$ cat src/include/amgw_pkg.sv
package amgw_pkg;

  // ==========================================================
  // Register map
  localparam logic [7:0] ADDR_CTRL   = 8'hE8;
  localparam logic [7:0] ADDR_CFG    = 8'hBC;
  localparam logic [7:0] ADDR_CHAN   = 8'hBB;
  localparam logic [7:0] ADDR_RES_H  = 8'hBE;
  localparam logic [7:0] ADDR_RES_L  = 8'hBD;
  localparam logic [7:0] ADDR_UPR_H  = 8'hC4;
  localparam logic [7:0] ADDR_UPR_L  = 8'hC3;
  localparam logic [7:0] ADDR_LWR_H  = 8'hC6;
  localparam logic [7:0] ADDR_LWR_L  = 8'hC5;
  localparam logic [7:0] ADDR_GAIN_H = 8'hCA;
  localparam logic [7:0] ADDR_GAIN_L = 8'hCB;
  localparam logic [7:0] ADDR_GAIN_A = 8'hCC;

  // ==========================================================
  // Field positions
  localparam int CTRL_EN    = 7;
  localparam int CTRL_BURST = 6;
  localparam int CTRL_DONE  = 5;
  localparam int CTRL_BUSY  = 4;
  localparam int CTRL_WIN   = 3;
  localparam int CFG_LJUST  = 2;
  localparam int MUX_TEMP   = 16;
  localparam int MUX_VDD    = 17;
  localparam int MUX_GND    = 18;
  localparam int MUX_W      = 19;

  // ==========================================================
  // Codes and reset values
  localparam logic [4:0]  CH_LAST_PORT = 5'h0F;
  localparam logic [4:0]  CH_TEMP      = 5'h18;
  localparam logic [4:0]  CH_VDD       = 5'h19;
  localparam logic [4:0]  CHAN_RST     = 5'h1F;
  localparam logic [7:0]  GAIN_H_RST   = 8'hFC;
  localparam logic [7:0]  GAIN_L_RST   = 8'h00;
  localparam logic        GAIN_A_RST   = 1'b1;
  localparam logic [12:0] GAIN_SIXTYFOURTH = 13'h0040;
  localparam logic [12:0] GAIN_Q_RST   = 13'h1000;
  localparam logic [15:0] UPR_RST      = 16'hFFFF;
  localparam logic [15:0] LWR_RST      = 16'h0000;

  // ==========================================================
  // Timing
  localparam int CLK_HZ     = 25_000_000;
  localparam int CLK_NS     = 40;
  localparam int MAX_SPS    = 200_000;
  localparam int WARM_NS    = 1500;
  localparam int CONV_CYC   = (CLK_HZ + MAX_SPS - 1) / MAX_SPS;
  localparam int WARM_CYC   = (WARM_NS + CLK_NS - 1) / CLK_NS;

  // ==========================================================
  // Types
  typedef enum logic [1:0] {ST_IDLE, ST_WARM, ST_GAP, ST_CONV} amgw_fsm_e;

  typedef struct packed {
    logic       wr;
    logic       rd;
    logic [7:0] addr;
    logic [7:0] wdata;
  } amgw_sfr_s;

  typedef struct packed {
    amgw_fsm_e        fsm;
    logic             en;
    logic             burst;
    logic             ljust;
    logic [1:0]       rpt;
    logic             done_flag;
    logic             win_flag;
    logic             burst_act;
    logic [4:0]       chan;
    logic [7:0]       gain_h;
    logic [7:0]       gain_l;
    logic             gain_add;
    logic [15:0]      upr;
    logic [15:0]      lwr;
    logic [15:0]      result;
    logic [15:0]      acc;
    logic [4:0]       left;
    logic [7:0]       tmr;
    logic [7:0]       per;
    logic             start_p;
    logic             power;
    logic             busy;
    logic [MUX_W-1:0] mux;
    logic [12:0]      gain_q;
    logic [7:0]       rdata;
  } amgw_st_s;

  localparam amgw_st_s ST_RST = '{fsm: ST_IDLE, en: 1'b0, burst: 1'b0, ljust: 1'b0, rpt: 2'h0,
    done_flag: 1'b0, win_flag: 1'b0, burst_act: 1'b0, chan: CHAN_RST, gain_h: GAIN_H_RST,
    gain_l: GAIN_L_RST, gain_add: GAIN_A_RST, upr: UPR_RST, lwr: LWR_RST, result: 16'h0000,
    acc: 16'h0000, left: 5'h00, tmr: 8'h00, per: 8'h00, start_p: 1'b0, power: 1'b0, busy: 1'b0,
    mux: 19'h4_0000, gain_q: GAIN_Q_RST, rdata: 8'h00};

  // ==========================================================
  // Helpers
  function automatic logic [MUX_W-1:0] chan_decode(input logic [4:0] code);
    logic [MUX_W-1:0] sel;
    sel = '0;
    if (code <= CH_LAST_PORT) sel[code[3:0]] = 1'b1;
    else if (code == CH_TEMP) sel[MUX_TEMP] = 1'b1;
    else if (code == CH_VDD) sel[MUX_VDD] = 1'b1;
    else sel[MUX_GND] = 1'b1;
    return sel;
  endfunction

  function automatic logic [4:0] samples(input logic [1:0] rpt);
    case (rpt)
      2'h0:    return 5'h01;
      2'h1:    return 5'h04;
      2'h2:    return 5'h08;
      default: return 5'h10;
    endcase
  endfunction

  function automatic logic [15:0] justify(input logic [15:0] sum, input logic left_j);
    return left_j ? {sum[11:0], 4'h0} : sum;
  endfunction

endpackage
$ cat src/hw/amgw_ctrl.sv
`timescale 1ns/100ps
`default_nettype none
module amgw_ctrl
  import amgw_pkg::*;
(
  input  wire logic             clk,
  input  wire logic             arst_n,
  input  wire amgw_sfr_s        sfr_req,
  output var  logic [7:0]       sfr_rdata,
  input  wire logic             conv_done,
  input  wire logic [11:0]      conv_data,
  output var  logic             conv_power,
  output var  logic             conv_start,
  output var  logic [MUX_W-1:0] input_selector,
  output var  logic [12:0]      gain_code,
  output var  logic             window_hit_flag,
  output var  logic             conv_busy
);

  amgw_st_s    st_reg;
  amgw_st_s    st_next;
  logic [15:0] acc_sum;
  logic [15:0] fin_res;
  logic        finishing;
  logic        win_hit;
  logic        start_req;
  logic [12:0] gain_applied;

  // ==========================================================
  // Datapath helpers
  assign acc_sum   = st_reg.acc + {4'h0, conv_data};
  assign fin_res   = justify(acc_sum, st_reg.ljust);
  assign finishing = (st_reg.fsm == ST_CONV) && conv_done && (st_reg.left == 5'h01);

  amgw_gain u_gain (
    .gain_high_byte        (st_reg.gain_h),
    .gain_low_nibble       (st_reg.gain_l),
    .extra_sixtyfourth_bit (st_reg.gain_add),
    .gain_word             (),
    .gain_applied          (gain_applied)
  );

  // Limits are raw register contents, so they follow the result's justification
  amgw_window u_window (
    .result    (fin_res),
    .upper_cmp (st_reg.upr),
    .lower_cmp (st_reg.lwr),
    .eval      (finishing),
    .hit       (win_hit)
  );

  // ==========================================================
  // Next state
  always_comb
  begin
    st_next = st_reg;
    start_req = 1'b0;
    st_next.start_p = 1'b0;
    if (st_reg.per != 8'h00)
      st_next.per = st_reg.per - 8'h01;

    // Register writes; software may also write flags to one
    if (sfr_req.wr)
    begin
      if (sfr_req.addr == ADDR_CTRL)
      begin
        st_next.en        = sfr_req.wdata[CTRL_EN];
        st_next.burst     = sfr_req.wdata[CTRL_BURST];
        st_next.done_flag = sfr_req.wdata[CTRL_DONE];
        st_next.win_flag  = sfr_req.wdata[CTRL_WIN];
        start_req         = sfr_req.wdata[CTRL_BUSY];
      end
      else if (sfr_req.addr == ADDR_CFG)
      begin
        st_next.ljust = sfr_req.wdata[CFG_LJUST];
        st_next.rpt   = sfr_req.wdata[1:0];
      end
      else if (sfr_req.addr == ADDR_CHAN)
        st_next.chan = sfr_req.wdata[4:0];
      else if (sfr_req.addr == ADDR_GAIN_H)
        st_next.gain_h = sfr_req.wdata;
      else if (sfr_req.addr == ADDR_GAIN_L)
        st_next.gain_l = sfr_req.wdata;
      else if (sfr_req.addr == ADDR_GAIN_A)
        st_next.gain_add = sfr_req.wdata[0];
      else if (sfr_req.addr == ADDR_UPR_H)
        st_next.upr[15:8] = sfr_req.wdata;
      else if (sfr_req.addr == ADDR_UPR_L)
        st_next.upr[7:0] = sfr_req.wdata;
      else if (sfr_req.addr == ADDR_LWR_H)
        st_next.lwr[15:8] = sfr_req.wdata;
      else if (sfr_req.addr == ADDR_LWR_L)
        st_next.lwr[7:0] = sfr_req.wdata;
    end

    // Sequencer
    case (st_reg.fsm)
      ST_IDLE:
      begin
        if (start_req)
        begin
          st_next.acc  = 16'h0000;
          st_next.left = samples(st_next.rpt);
          if (st_next.burst)
          begin
            // Burst powers the core itself and waits for it to settle
            st_next.burst_act = 1'b1;
            st_next.tmr = 8'(WARM_CYC - 1);
            st_next.fsm = ST_WARM;
          end
          else if (st_next.en)
            st_next.fsm = ST_GAP;
        end
      end
      ST_WARM:
      begin
        if (st_reg.tmr == 8'h00)
          st_next.fsm = ST_GAP;
        else
          st_next.tmr = st_reg.tmr - 8'h01;
      end
      ST_GAP:
      begin
        // Starts are spaced a full sample period apart
        if (st_reg.per == 8'h00)
        begin
          st_next.start_p = 1'b1;
          st_next.per = 8'(CONV_CYC - 1);
          st_next.fsm = ST_CONV;
        end
      end
      ST_CONV:
      begin
        if (conv_done)
        begin
          st_next.acc = acc_sum;
          if (st_reg.left == 5'h01)
          begin
            st_next.result    = fin_res;
            st_next.done_flag = 1'b1;
            st_next.burst_act = 1'b0;
            st_next.fsm       = ST_IDLE;
          end
          else
          begin
            st_next.left = st_reg.left - 5'h01;
            st_next.fsm  = ST_GAP;
          end
        end
      end
      default:
        st_next.fsm = ST_IDLE;
    endcase

    // Hardware set wins over a same-cycle software clear
    if (win_hit)
      st_next.win_flag = 1'b1;

    // Clearing enable outside a burst abandons a pending conversion
    if (!st_next.en && !st_reg.burst_act && st_reg.fsm != ST_IDLE && !finishing)
    begin
      // A start launched into a core that is losing power would be lost anyway
      st_next.fsm     = ST_IDLE;
      st_next.start_p = 1'b0;
    end
    st_next.busy   = st_next.fsm != ST_IDLE;

    st_next.power  = st_next.en | st_next.burst_act;
    st_next.mux    = chan_decode(st_next.chan);
    st_next.gain_q = gain_applied;

    // Read port answers one cycle after the strobe
    if (sfr_req.rd)
    begin
      if (sfr_req.addr == ADDR_CTRL)
        st_next.rdata = {st_reg.en, st_reg.burst, st_reg.done_flag, st_reg.fsm != ST_IDLE,
                         st_reg.win_flag, 3'h0};
      else if (sfr_req.addr == ADDR_CFG)
        st_next.rdata = {5'h00, st_reg.ljust, st_reg.rpt};
      else if (sfr_req.addr == ADDR_CHAN)
        st_next.rdata = {3'h0, st_reg.chan};
      else if (sfr_req.addr == ADDR_RES_H)
        st_next.rdata = st_reg.result[15:8];
      else if (sfr_req.addr == ADDR_RES_L)
        st_next.rdata = st_reg.result[7:0];
      else if (sfr_req.addr == ADDR_GAIN_H)
        st_next.rdata = st_reg.gain_h;
      else if (sfr_req.addr == ADDR_GAIN_L)
        st_next.rdata = st_reg.gain_l;
      else if (sfr_req.addr == ADDR_GAIN_A)
        st_next.rdata = {7'h00, st_reg.gain_add};
      else if (sfr_req.addr == ADDR_UPR_H)
        st_next.rdata = st_reg.upr[15:8];
      else if (sfr_req.addr == ADDR_UPR_L)
        st_next.rdata = st_reg.upr[7:0];
      else if (sfr_req.addr == ADDR_LWR_H)
        st_next.rdata = st_reg.lwr[15:8];
      else if (sfr_req.addr == ADDR_LWR_L)
        st_next.rdata = st_reg.lwr[7:0];
      else
        st_next.rdata = 8'h00;
    end
  end

  // ==========================================================
  // State register
  always_ff @(posedge clk or negedge arst_n)
  begin
    if (!arst_n)
      st_reg <= ST_RST;
    else
      st_reg <= st_next;
  end

  assign sfr_rdata       = st_reg.rdata;
  assign conv_power      = st_reg.power;
  assign conv_start      = st_reg.start_p;
  assign input_selector  = st_reg.mux;
  assign gain_code       = st_reg.gain_q;
  assign window_hit_flag = st_reg.win_flag;
  assign conv_busy       = st_reg.busy;

  // ==========================================================
  // Checks
  shutdown_idle_a: assert property (@(posedge clk) disable iff (!arst_n)
    (!st_reg.en && !st_reg.burst_act) |-> !conv_power)
    else $error("converter powered while disabled and idle");

  burst_power_a: assert property (@(posedge clk) disable iff (!arst_n)
    (st_reg.fsm == ST_IDLE && $past(st_reg.fsm) == ST_CONV && st_reg.burst_act == 1'b0
     && !st_reg.en) |-> !conv_power)
    else $error("burst did not return converter to shutdown");

  warm_power_a: assert property (@(posedge clk) disable iff (!arst_n)
    (st_reg.fsm == ST_WARM) |-> conv_power throughout ##1 (st_reg.fsm != ST_IDLE))
    else $error("converter not powered during burst warm-up");

  port_route_a: assert property (@(posedge clk) disable iff (!arst_n)
    (st_reg.chan <= CH_LAST_PORT) |-> input_selector[st_reg.chan[3:0]] && $onehot(input_selector))
    else $error("port channel not routed");

  special_route_a: assert property (@(posedge clk) disable iff (!arst_n)
    (st_reg.chan > CH_LAST_PORT) |-> (st_reg.chan == CH_TEMP ? input_selector[MUX_TEMP] :
      st_reg.chan == CH_VDD ? input_selector[MUX_VDD] : input_selector[MUX_GND]))
    else $error("special channel not routed");

  gain_value_a: assert property (@(posedge clk) disable iff (!arst_n)
    ##1 (gain_code == {1'b0, $past(st_reg.gain_h), $past(st_reg.gain_l[7:4])}
         + ($past(st_reg.gain_add) ? 13'h0040 : 13'h0000)))
    else $error("applied gain does not match registers");

  inside_hit_a: assert property (@(posedge clk) disable iff (!arst_n)
    (finishing && st_reg.lwr > st_reg.upr && fin_res > st_reg.upr && fin_res < st_reg.lwr)
    |=> window_hit_flag && st_reg.result == $past(fin_res))
    else $error("inside window hit not flagged");

  outside_hit_a: assert property (@(posedge clk) disable iff (!arst_n)
    (finishing && st_reg.lwr <= st_reg.upr && (fin_res < st_reg.lwr || fin_res > st_reg.upr))
    |=> window_hit_flag)
    else $error("outside window hit not flagged");

  no_false_hit_a: assert property (@(posedge clk) disable iff (!arst_n)
    (!finishing && !window_hit_flag && !(sfr_req.wr && sfr_req.addr == ADDR_CTRL
     && sfr_req.wdata[CTRL_WIN])) |=> !window_hit_flag)
    else $error("window flag set without a completed conversion");

  start_space_a: assert property (@(posedge clk) disable iff (!arst_n)
    conv_start |=> !conv_start [*8] ##0 (st_reg.per == 8'(CONV_CYC - 9)))
    else $error("conversion starts closer than one sample period");

  // ==========================================================
  // Register port checks
  gain_read_a: assert property (@(posedge clk) disable iff (!arst_n)
    (sfr_req.rd && sfr_req.addr == ADDR_GAIN_H) |=> (sfr_rdata == $past(st_reg.gain_h)))
    else $error("gain high byte read back wrong");

  limit_read_a: assert property (@(posedge clk) disable iff (!arst_n)
    (sfr_req.rd && sfr_req.addr == ADDR_UPR_H) |=> (sfr_rdata == $past(st_reg.upr[15:8])))
    else $error("limit high byte read back wrong");

  result_read_a: assert property (@(posedge clk) disable iff (!arst_n)
    (sfr_req.rd && sfr_req.addr == ADDR_RES_L) |=> (sfr_rdata == $past(st_reg.result[7:0])))
    else $error("result low byte read back wrong");

  ctrl_read_a: assert property (@(posedge clk) disable iff (!arst_n)
    (sfr_req.rd && sfr_req.addr == ADDR_CTRL) |=> (sfr_rdata[CTRL_WIN] == $past(st_reg.win_flag)))
    else $error("window flag read back wrong");

  limit_write_a: assert property (@(posedge clk) disable iff (!arst_n)
    (sfr_req.wr && sfr_req.addr == ADDR_LWR_L) |=> (st_reg.lwr[7:0] == $past(sfr_req.wdata)
      && st_reg.lwr[15:8] == $past(st_reg.lwr[15:8])))
    else $error("limit byte write disturbed its pair");

  gain_extra_a: assert property (@(posedge clk) disable iff (!arst_n)
    (sfr_req.wr && sfr_req.addr == ADDR_GAIN_A) |=> (st_reg.gain_add == $past(sfr_req.wdata[0])))
    else $error("extra gain bit not written");

  chan_write_a: assert property (@(posedge clk) disable iff (!arst_n)
    (sfr_req.wr && sfr_req.addr == ADDR_CHAN) |=> (st_reg.chan == $past(sfr_req.wdata[4:0])))
    else $error("channel code not written");

  mux_onehot_a: assert property (@(posedge clk) disable iff (!arst_n)
    $onehot(input_selector))
    else $error("input selector not one-hot");

  // ==========================================================
  // Sequencer checks
  enable_power_a: assert property (@(posedge clk) disable iff (!arst_n)
    st_reg.en |-> conv_power)
    else $error("enabled converter not powered");

  start_powered_a: assert property (@(posedge clk) disable iff (!arst_n)
    conv_start |-> conv_power)
    else $error("start issued to unpowered converter");

  burst_start_a: assert property (@(posedge clk) disable iff (!arst_n)
    (st_reg.fsm == ST_IDLE && sfr_req.wr && sfr_req.addr == ADDR_CTRL && sfr_req.wdata[CTRL_BUSY]
     && sfr_req.wdata[CTRL_BURST]) |=> (st_reg.fsm == ST_WARM && conv_power))
    else $error("burst did not power up the converter");

  warm_length_a: assert property (@(posedge clk) disable iff (!arst_n)
    (st_reg.fsm == ST_WARM && st_reg.tmr == 8'h00) |=> (st_reg.fsm == ST_GAP))
    else $error("warm-up did not end on time");

  gap_wait_a: assert property (@(posedge clk) disable iff (!arst_n)
    (st_reg.fsm == ST_GAP && st_reg.per != 8'h00) |=> !conv_start)
    else $error("start issued before sample period elapsed");

  burst_count_a: assert property (@(posedge clk) disable iff (!arst_n)
    (st_reg.burst_act && st_reg.fsm == ST_CONV && conv_done && st_reg.left != 5'h01)
    |=> (st_reg.fsm == ST_GAP && st_reg.left == $past(st_reg.left) - 5'h01))
    else $error("burst sample count not advanced");

  finish_flag_a: assert property (@(posedge clk) disable iff (!arst_n)
    finishing |=> (st_reg.done_flag && !conv_busy))
    else $error("finished sequence not flagged done");

  result_hold_a: assert property (@(posedge clk) disable iff (!arst_n)
    !finishing |=> $stable(st_reg.result))
    else $error("result changed without a finished conversion");

endmodule // amgw_ctrl
`default_nettype wire

$ cat src/hw/amgw_gain.sv
`timescale 1ns/100ps
`default_nettype none
module amgw_gain
  import amgw_pkg::*;
(
  input  wire logic [7:0]  gain_high_byte,
  input  wire logic [7:0]  gain_low_nibble,
  input  wire logic        extra_sixtyfourth_bit,
  output var  logic [11:0] gain_word,
  output var  logic [12:0] gain_applied
);

  // ==========================================================
  // Gain in units of 1/4096; the low register's low nibble is ignored
  assign gain_word    = {gain_high_byte, gain_low_nibble[7:4]};
  assign gain_applied = {1'b0, gain_word} + (extra_sixtyfourth_bit ? GAIN_SIXTYFOURTH : 13'h0000);

endmodule // amgw_gain
`default_nettype wire

$ cat src/hw/amgw_window.sv
`timescale 1ns/100ps
`default_nettype none
module amgw_window
  import amgw_pkg::*;
(
  input  wire logic [15:0] result,
  input  wire logic [15:0] upper_cmp,
  input  wire logic [15:0] lower_cmp,
  input  wire logic        eval,
  output var  logic        hit
);

  logic inside_mode;

  // ==========================================================
  // No mode bit: the ordering of the two limits picks the sense
  assign inside_mode = lower_cmp > upper_cmp;
  assign hit = eval & (inside_mode ? (result > upper_cmp && result < lower_cmp)
                                   : (result < lower_cmp || result > upper_cmp));

endmodule // amgw_window
`default_nettype wire

$ cat config.mk
export PLATFORM = sky130hd
export DESIGN_NAME = amgw_ctrl
export DESIGN_NICKNAME = d
export VERILOG_FILES = /design/src/include/amgw_pkg.sv /design/src/hw/amgw_ctrl.sv /design/src/hw/amgw_gain.sv /design/src/hw/amgw_window.sv
export SDC_FILE = /design/constraint.sdc
export NUM_CORES = 1
export LEC_CHECK = 0
export BUFFER_PORTS_ARGS = -buffer_cell sky130_fd_sc_hd__buf_2
export CORE_UTILIZATION = 61
export DETAILED_ROUTE_END_ITERATION = 7
export PLACE_DENSITY_LB_ADDON = 0.2
export SYNTH_ARGS = -nofsm -noshare
export SYNTH_HDL_FRONTEND = slang
export SYNTH_SLANG_ARGS = --single-unit
$ cat constraint.sdc
create_clock -name clk -period 4.15 [get_ports clk]
set_clock_uncertainty 0.2 [all_clocks]
set_input_delay 0.415 -clock clk [delete_from_list [all_inputs] [get_ports clk]]
set_output_delay 0.415 -clock clk [all_outputs]
set_load 0.01 [all_outputs]
==> results.py <==
metrics = {
    "setup_path": {
        "criticalPathCategory": "flop to flop",
        "cp.arrival_ns": 4.01,
        "critPathMaxFanout": 6,
        "required_ns": 4.30,
        "endpoint_kind": "flop",
        "critPathMaxStageDelay_ns": 0.40,
        "r2r_start": "st_reg[64]",
        "critPathLaunchType": "flop",
        "r2r_cells": 16,
        "reg2reg_to": "window_hit_flag",
        "r2r_setup_slack_ns": 0.29,
        "crit_slowest_cell": "fa_1",
        "critical_path.cell_chain": "ha_1 > inv_1 > fa_1 > nor2b_1 > o31a_1 > o211ai_1 > a211oi_2 > xnor2_1 > mux2i_1 > ha_1 > nand2_1 > nor4_4 > o221ai_1 > o2111ai_1 > a21oi_1 > o211ai_1",
    },
    "min_path": {
        "min_path_cells": 3,
        "hp-start": "sfr_req[17]",
        "hold_end": "st_reg[152]",
        "hold_class": "primary input to flop",
    },
    "grt": {
        "grt_use_total_pct": 31.2,
        "antenna_found_initial": 0,
        "grt_pass1_wl_microns": 39900,
        "grt_max_degree": 82,
        "grt_pass1_vias": 7564,
        "grt_overflow_total": 0,
    },
    "timing": {
        "tightest_slew_ns": 0.853,
        "rsz0062_at_grt": "false",
        "fmax_mhz": 259,
        "period_share_pct": 93.1,
        "maxSlewHeadroom_pct": 42.9,
        "drv_slew": 0,
        "fin_crit_ns": 3.86,
        "hold_viol_final": 0,
        "setup_viol": 0,
        "setup_tns_ns": 0,
    },
    "drt": {
        "viasPerCell": 6.15,
        "drt-wirelength-per-cell_microns": 19.5,
        "drtIter0Drc": 745,
        "vias": 8011,
        "routed_wl_microns": 25400,
        "antenna_left": 0,
        "firstDrtPassIters": 5,
        "drc_errors": 0,
    },
    "floorplan": {
        "start_util_pct": 63.2,
        "io_pins": 77,
        "dieWidth_microns": 131,
        "core_sq_um": 16100,
        "fp-row-count": 46,
        "dieArea_sq_um": 17100,
        "die_h_microns": 131,
    },
    "cts": {
        "clk_pin_slew_ns": 0.07,
        "post_cts_buffers": 0,
        "clkLatencyLatePin_ns": 0.43,
        "cts-root-buf": "clkbuf_16",
        "cts_buffer_depth": 2,
        "cts_buffers": 17,
        "htreeDepth": 4,
        "cts_tree": "done",
        "cts.sinks": 160,
    },
    "power_and_ir_drop": {
        "p_sw_share_pct": 35.2,
        "internal_power_mw": 3.30,
        "p_comb_share_pct": 29.6,
        "p_per_area_nw_per_um2": 462,
        "seq_power_share_pct": 38.6,
        "clock_power_share_pct": 31.8,
        "power_switching_mw": 1.79,
        "power.leakage_nw": 5.11,
        "ir_drop_uv": 374,
    },
    "place": {
        "dp_cells": 1269,
        "portBuffers": 76,
        "dp_hpwl_microns": 18500,
        "globalplace.congestion": 0.941,
    },
    "finish": {
        "num-nets-final": 1179,
        "syn_to_final_growth_pct": 8.48,
        "drive_gt1_share_pct": 20.9,
        "largest_reg_flops": 116,
        "antenna_cells": 0,
        "fin_cells": 1302,
    },
    "logic_synthesis": {
        "syn_inst": 1056,
        "synth_edf_count": 0,
        "yosysWarnings": 0,
        "synth_seq_cells": 160,
        "synth_nets": 1162,
        "synth_area_leader_cell": "dfrtp_1",
        "yosysMostFrequentCell": "dfrtp_1",
        "ys.flop_type": "dfrtp_1",
        "ys_async_sr_fraction_pct": 100,
        "postSynthAreaPerCell_sq_um": 9.60,
        "synthesis.area_sq_um": 10100,
        "yosys-top-cells-area": "dfrtp_1 (32%), ha_1 (8.9%), dfstp_2 (7.8%)",
        "ys_types": 85,
        "ys_seq_area_share_pct": 39.8,
        "yosysTopAreaCellShare_pct": 32.1,
        "synthTopCellsByCount": "dfrtp_1 (130), nand2_1 (83), ha_1 (72)",
    },
    "outcome": {
        "status": "complete, no violations",
    },
    "run": {
        "drv_cap": 0,
    },
}
## layer usage
layer | global-route usage [%] | part of all wire [%] | up-vias
met3 | 4.85 | 5.7 | 51
met4 | 11.2 | 2.5 | 0
met2 | 49.6 | 46 | 274
met5 | 0 | 0 | -
li1 | - | - | 3803
met1 | 43.2 | 45 | 3883
## critical path: cells and delay by family, from the launching register on
kind / cells / cell delay (ns)
AOI/OAI and AO/OA: 7 / 1.38
adders and majority gates: 3 / 0.89
and+or+nand+nor: 3 / 0.59
DFF: 1 / 0.36
xor gates and xnor gates: 1 / 0.16
muxes: 1 / 0.12
buffers and inverters: 1 / 0.07
## what timing repair did
item / 4_1_cts / 5_1_grt
setup endpoints to repair: 0 / 1
hold buffers: 1 / 0
resized for setup: 0 / 7
endpoints found under the hold margin: 63 / 0
## power groups by stage
| stage | Combinational, mW | Sequential, mW | Clock [mW] |
|---|---|---|---|
| finish | 1.51 | 1.96 | 1.62 |
| global route | 1.69 | 1.99 | 1.71 |
| CTS | 1.48 | 1.96 | 1.64 |
| detailed placement | 1.47 | 1.98 | 0 |
| global placement | 1.44 | 1.98 | 0 |
| floorplan | 1.09 | 1.93 | 0 |
## worst max path at each step
| stage | from | to | cells after the start |
|---|---|---|---|
| floorplan | conv_data[0] | window_hit_flag | 16 |
| global placement | conv_data[0] | window_hit_flag | 17 |
| detailed placement | conv_data[0] | window_hit_flag | 17 |
| global route | st_reg[64] | window_hit_flag | 16 |
| CTS | st_reg[64] | window_hit_flag | 16 |
| finish | st_reg[64] | window_hit_flag | 16 |
## per-stage QoR
step           hold WS (ns)  area [sq um]  power (mW)  setup WS (ns)  util, %
2_1_floorplan       -0.0806         10100        3.02          0.494        -
3_3_place_gp          0.192         10400        3.42          0.171     64.6
3_5_place_dp          0.199         10400        3.45         0.0482     64.6
4_1_cts               0.135         11000        5.08          0.163     68.3
5_1_grt               0.161         11000        5.38         0.0160     68.5
6_report              0.151         11000        5.08          0.288     68.5
## cells in the final DEF, fill, tap and decap left out, types with 5 or more instances in the layout
cell / count
ha_1: 72
nor3_1: 41
nand2b_1: 14
a22oi_1: 14
or3_1: 10
o21a_1: 7
nor2_1: 41
o31ai_1: 10
nor3b_1: 5
xnor2_1: 12
o221ai_1: 6
dfstp_2: 30
a211oi_1: 6
buf_2: 75
buf_4: 9
nand2_1: 83
a21oi_1: 60
nor2b_1: 26
a31oi_1: 18
inv_6: 5
o211ai_1: 7
nor4_1: 5
clkbuf_16: 17
inv_1: 63
and2_1: 5
mux2_4: 16
and3_1: 14
xor2_1: 10
nand3_1: 23
a21o_1: 11
nand4_1: 10
o21ai_0: 68
mux2i_1: 17
dfrtp_1: 130
mux2_2: 32
o22ai_1: 21
## final cells by class
class,count,area (sq um)
clock buffers,17,425
well taps,216,270
inverters,65,246
multi-input cells,742,5360
clock inverters,15,171
fillers,1239,5060
flip-flops and latches,160,4040
repair buffers,87,484
## cells by family (layout without fill, tap and decap cells)
logic type                 Yosys count  count (layout)  synth area share [%]
and+or+nand+nor                    315             315                  17.2
AOI/OAI and AO/OA                  265             265                  16.4
DFF                                160             160                  39.8
buffers and inverters              154             184                  7.54
adders and majority gates           73              73                  9.08
muxes                               67              67                  8.04
xor gates and xnor gates            22              22                  1.90
(Power assumes the default switching activity.)
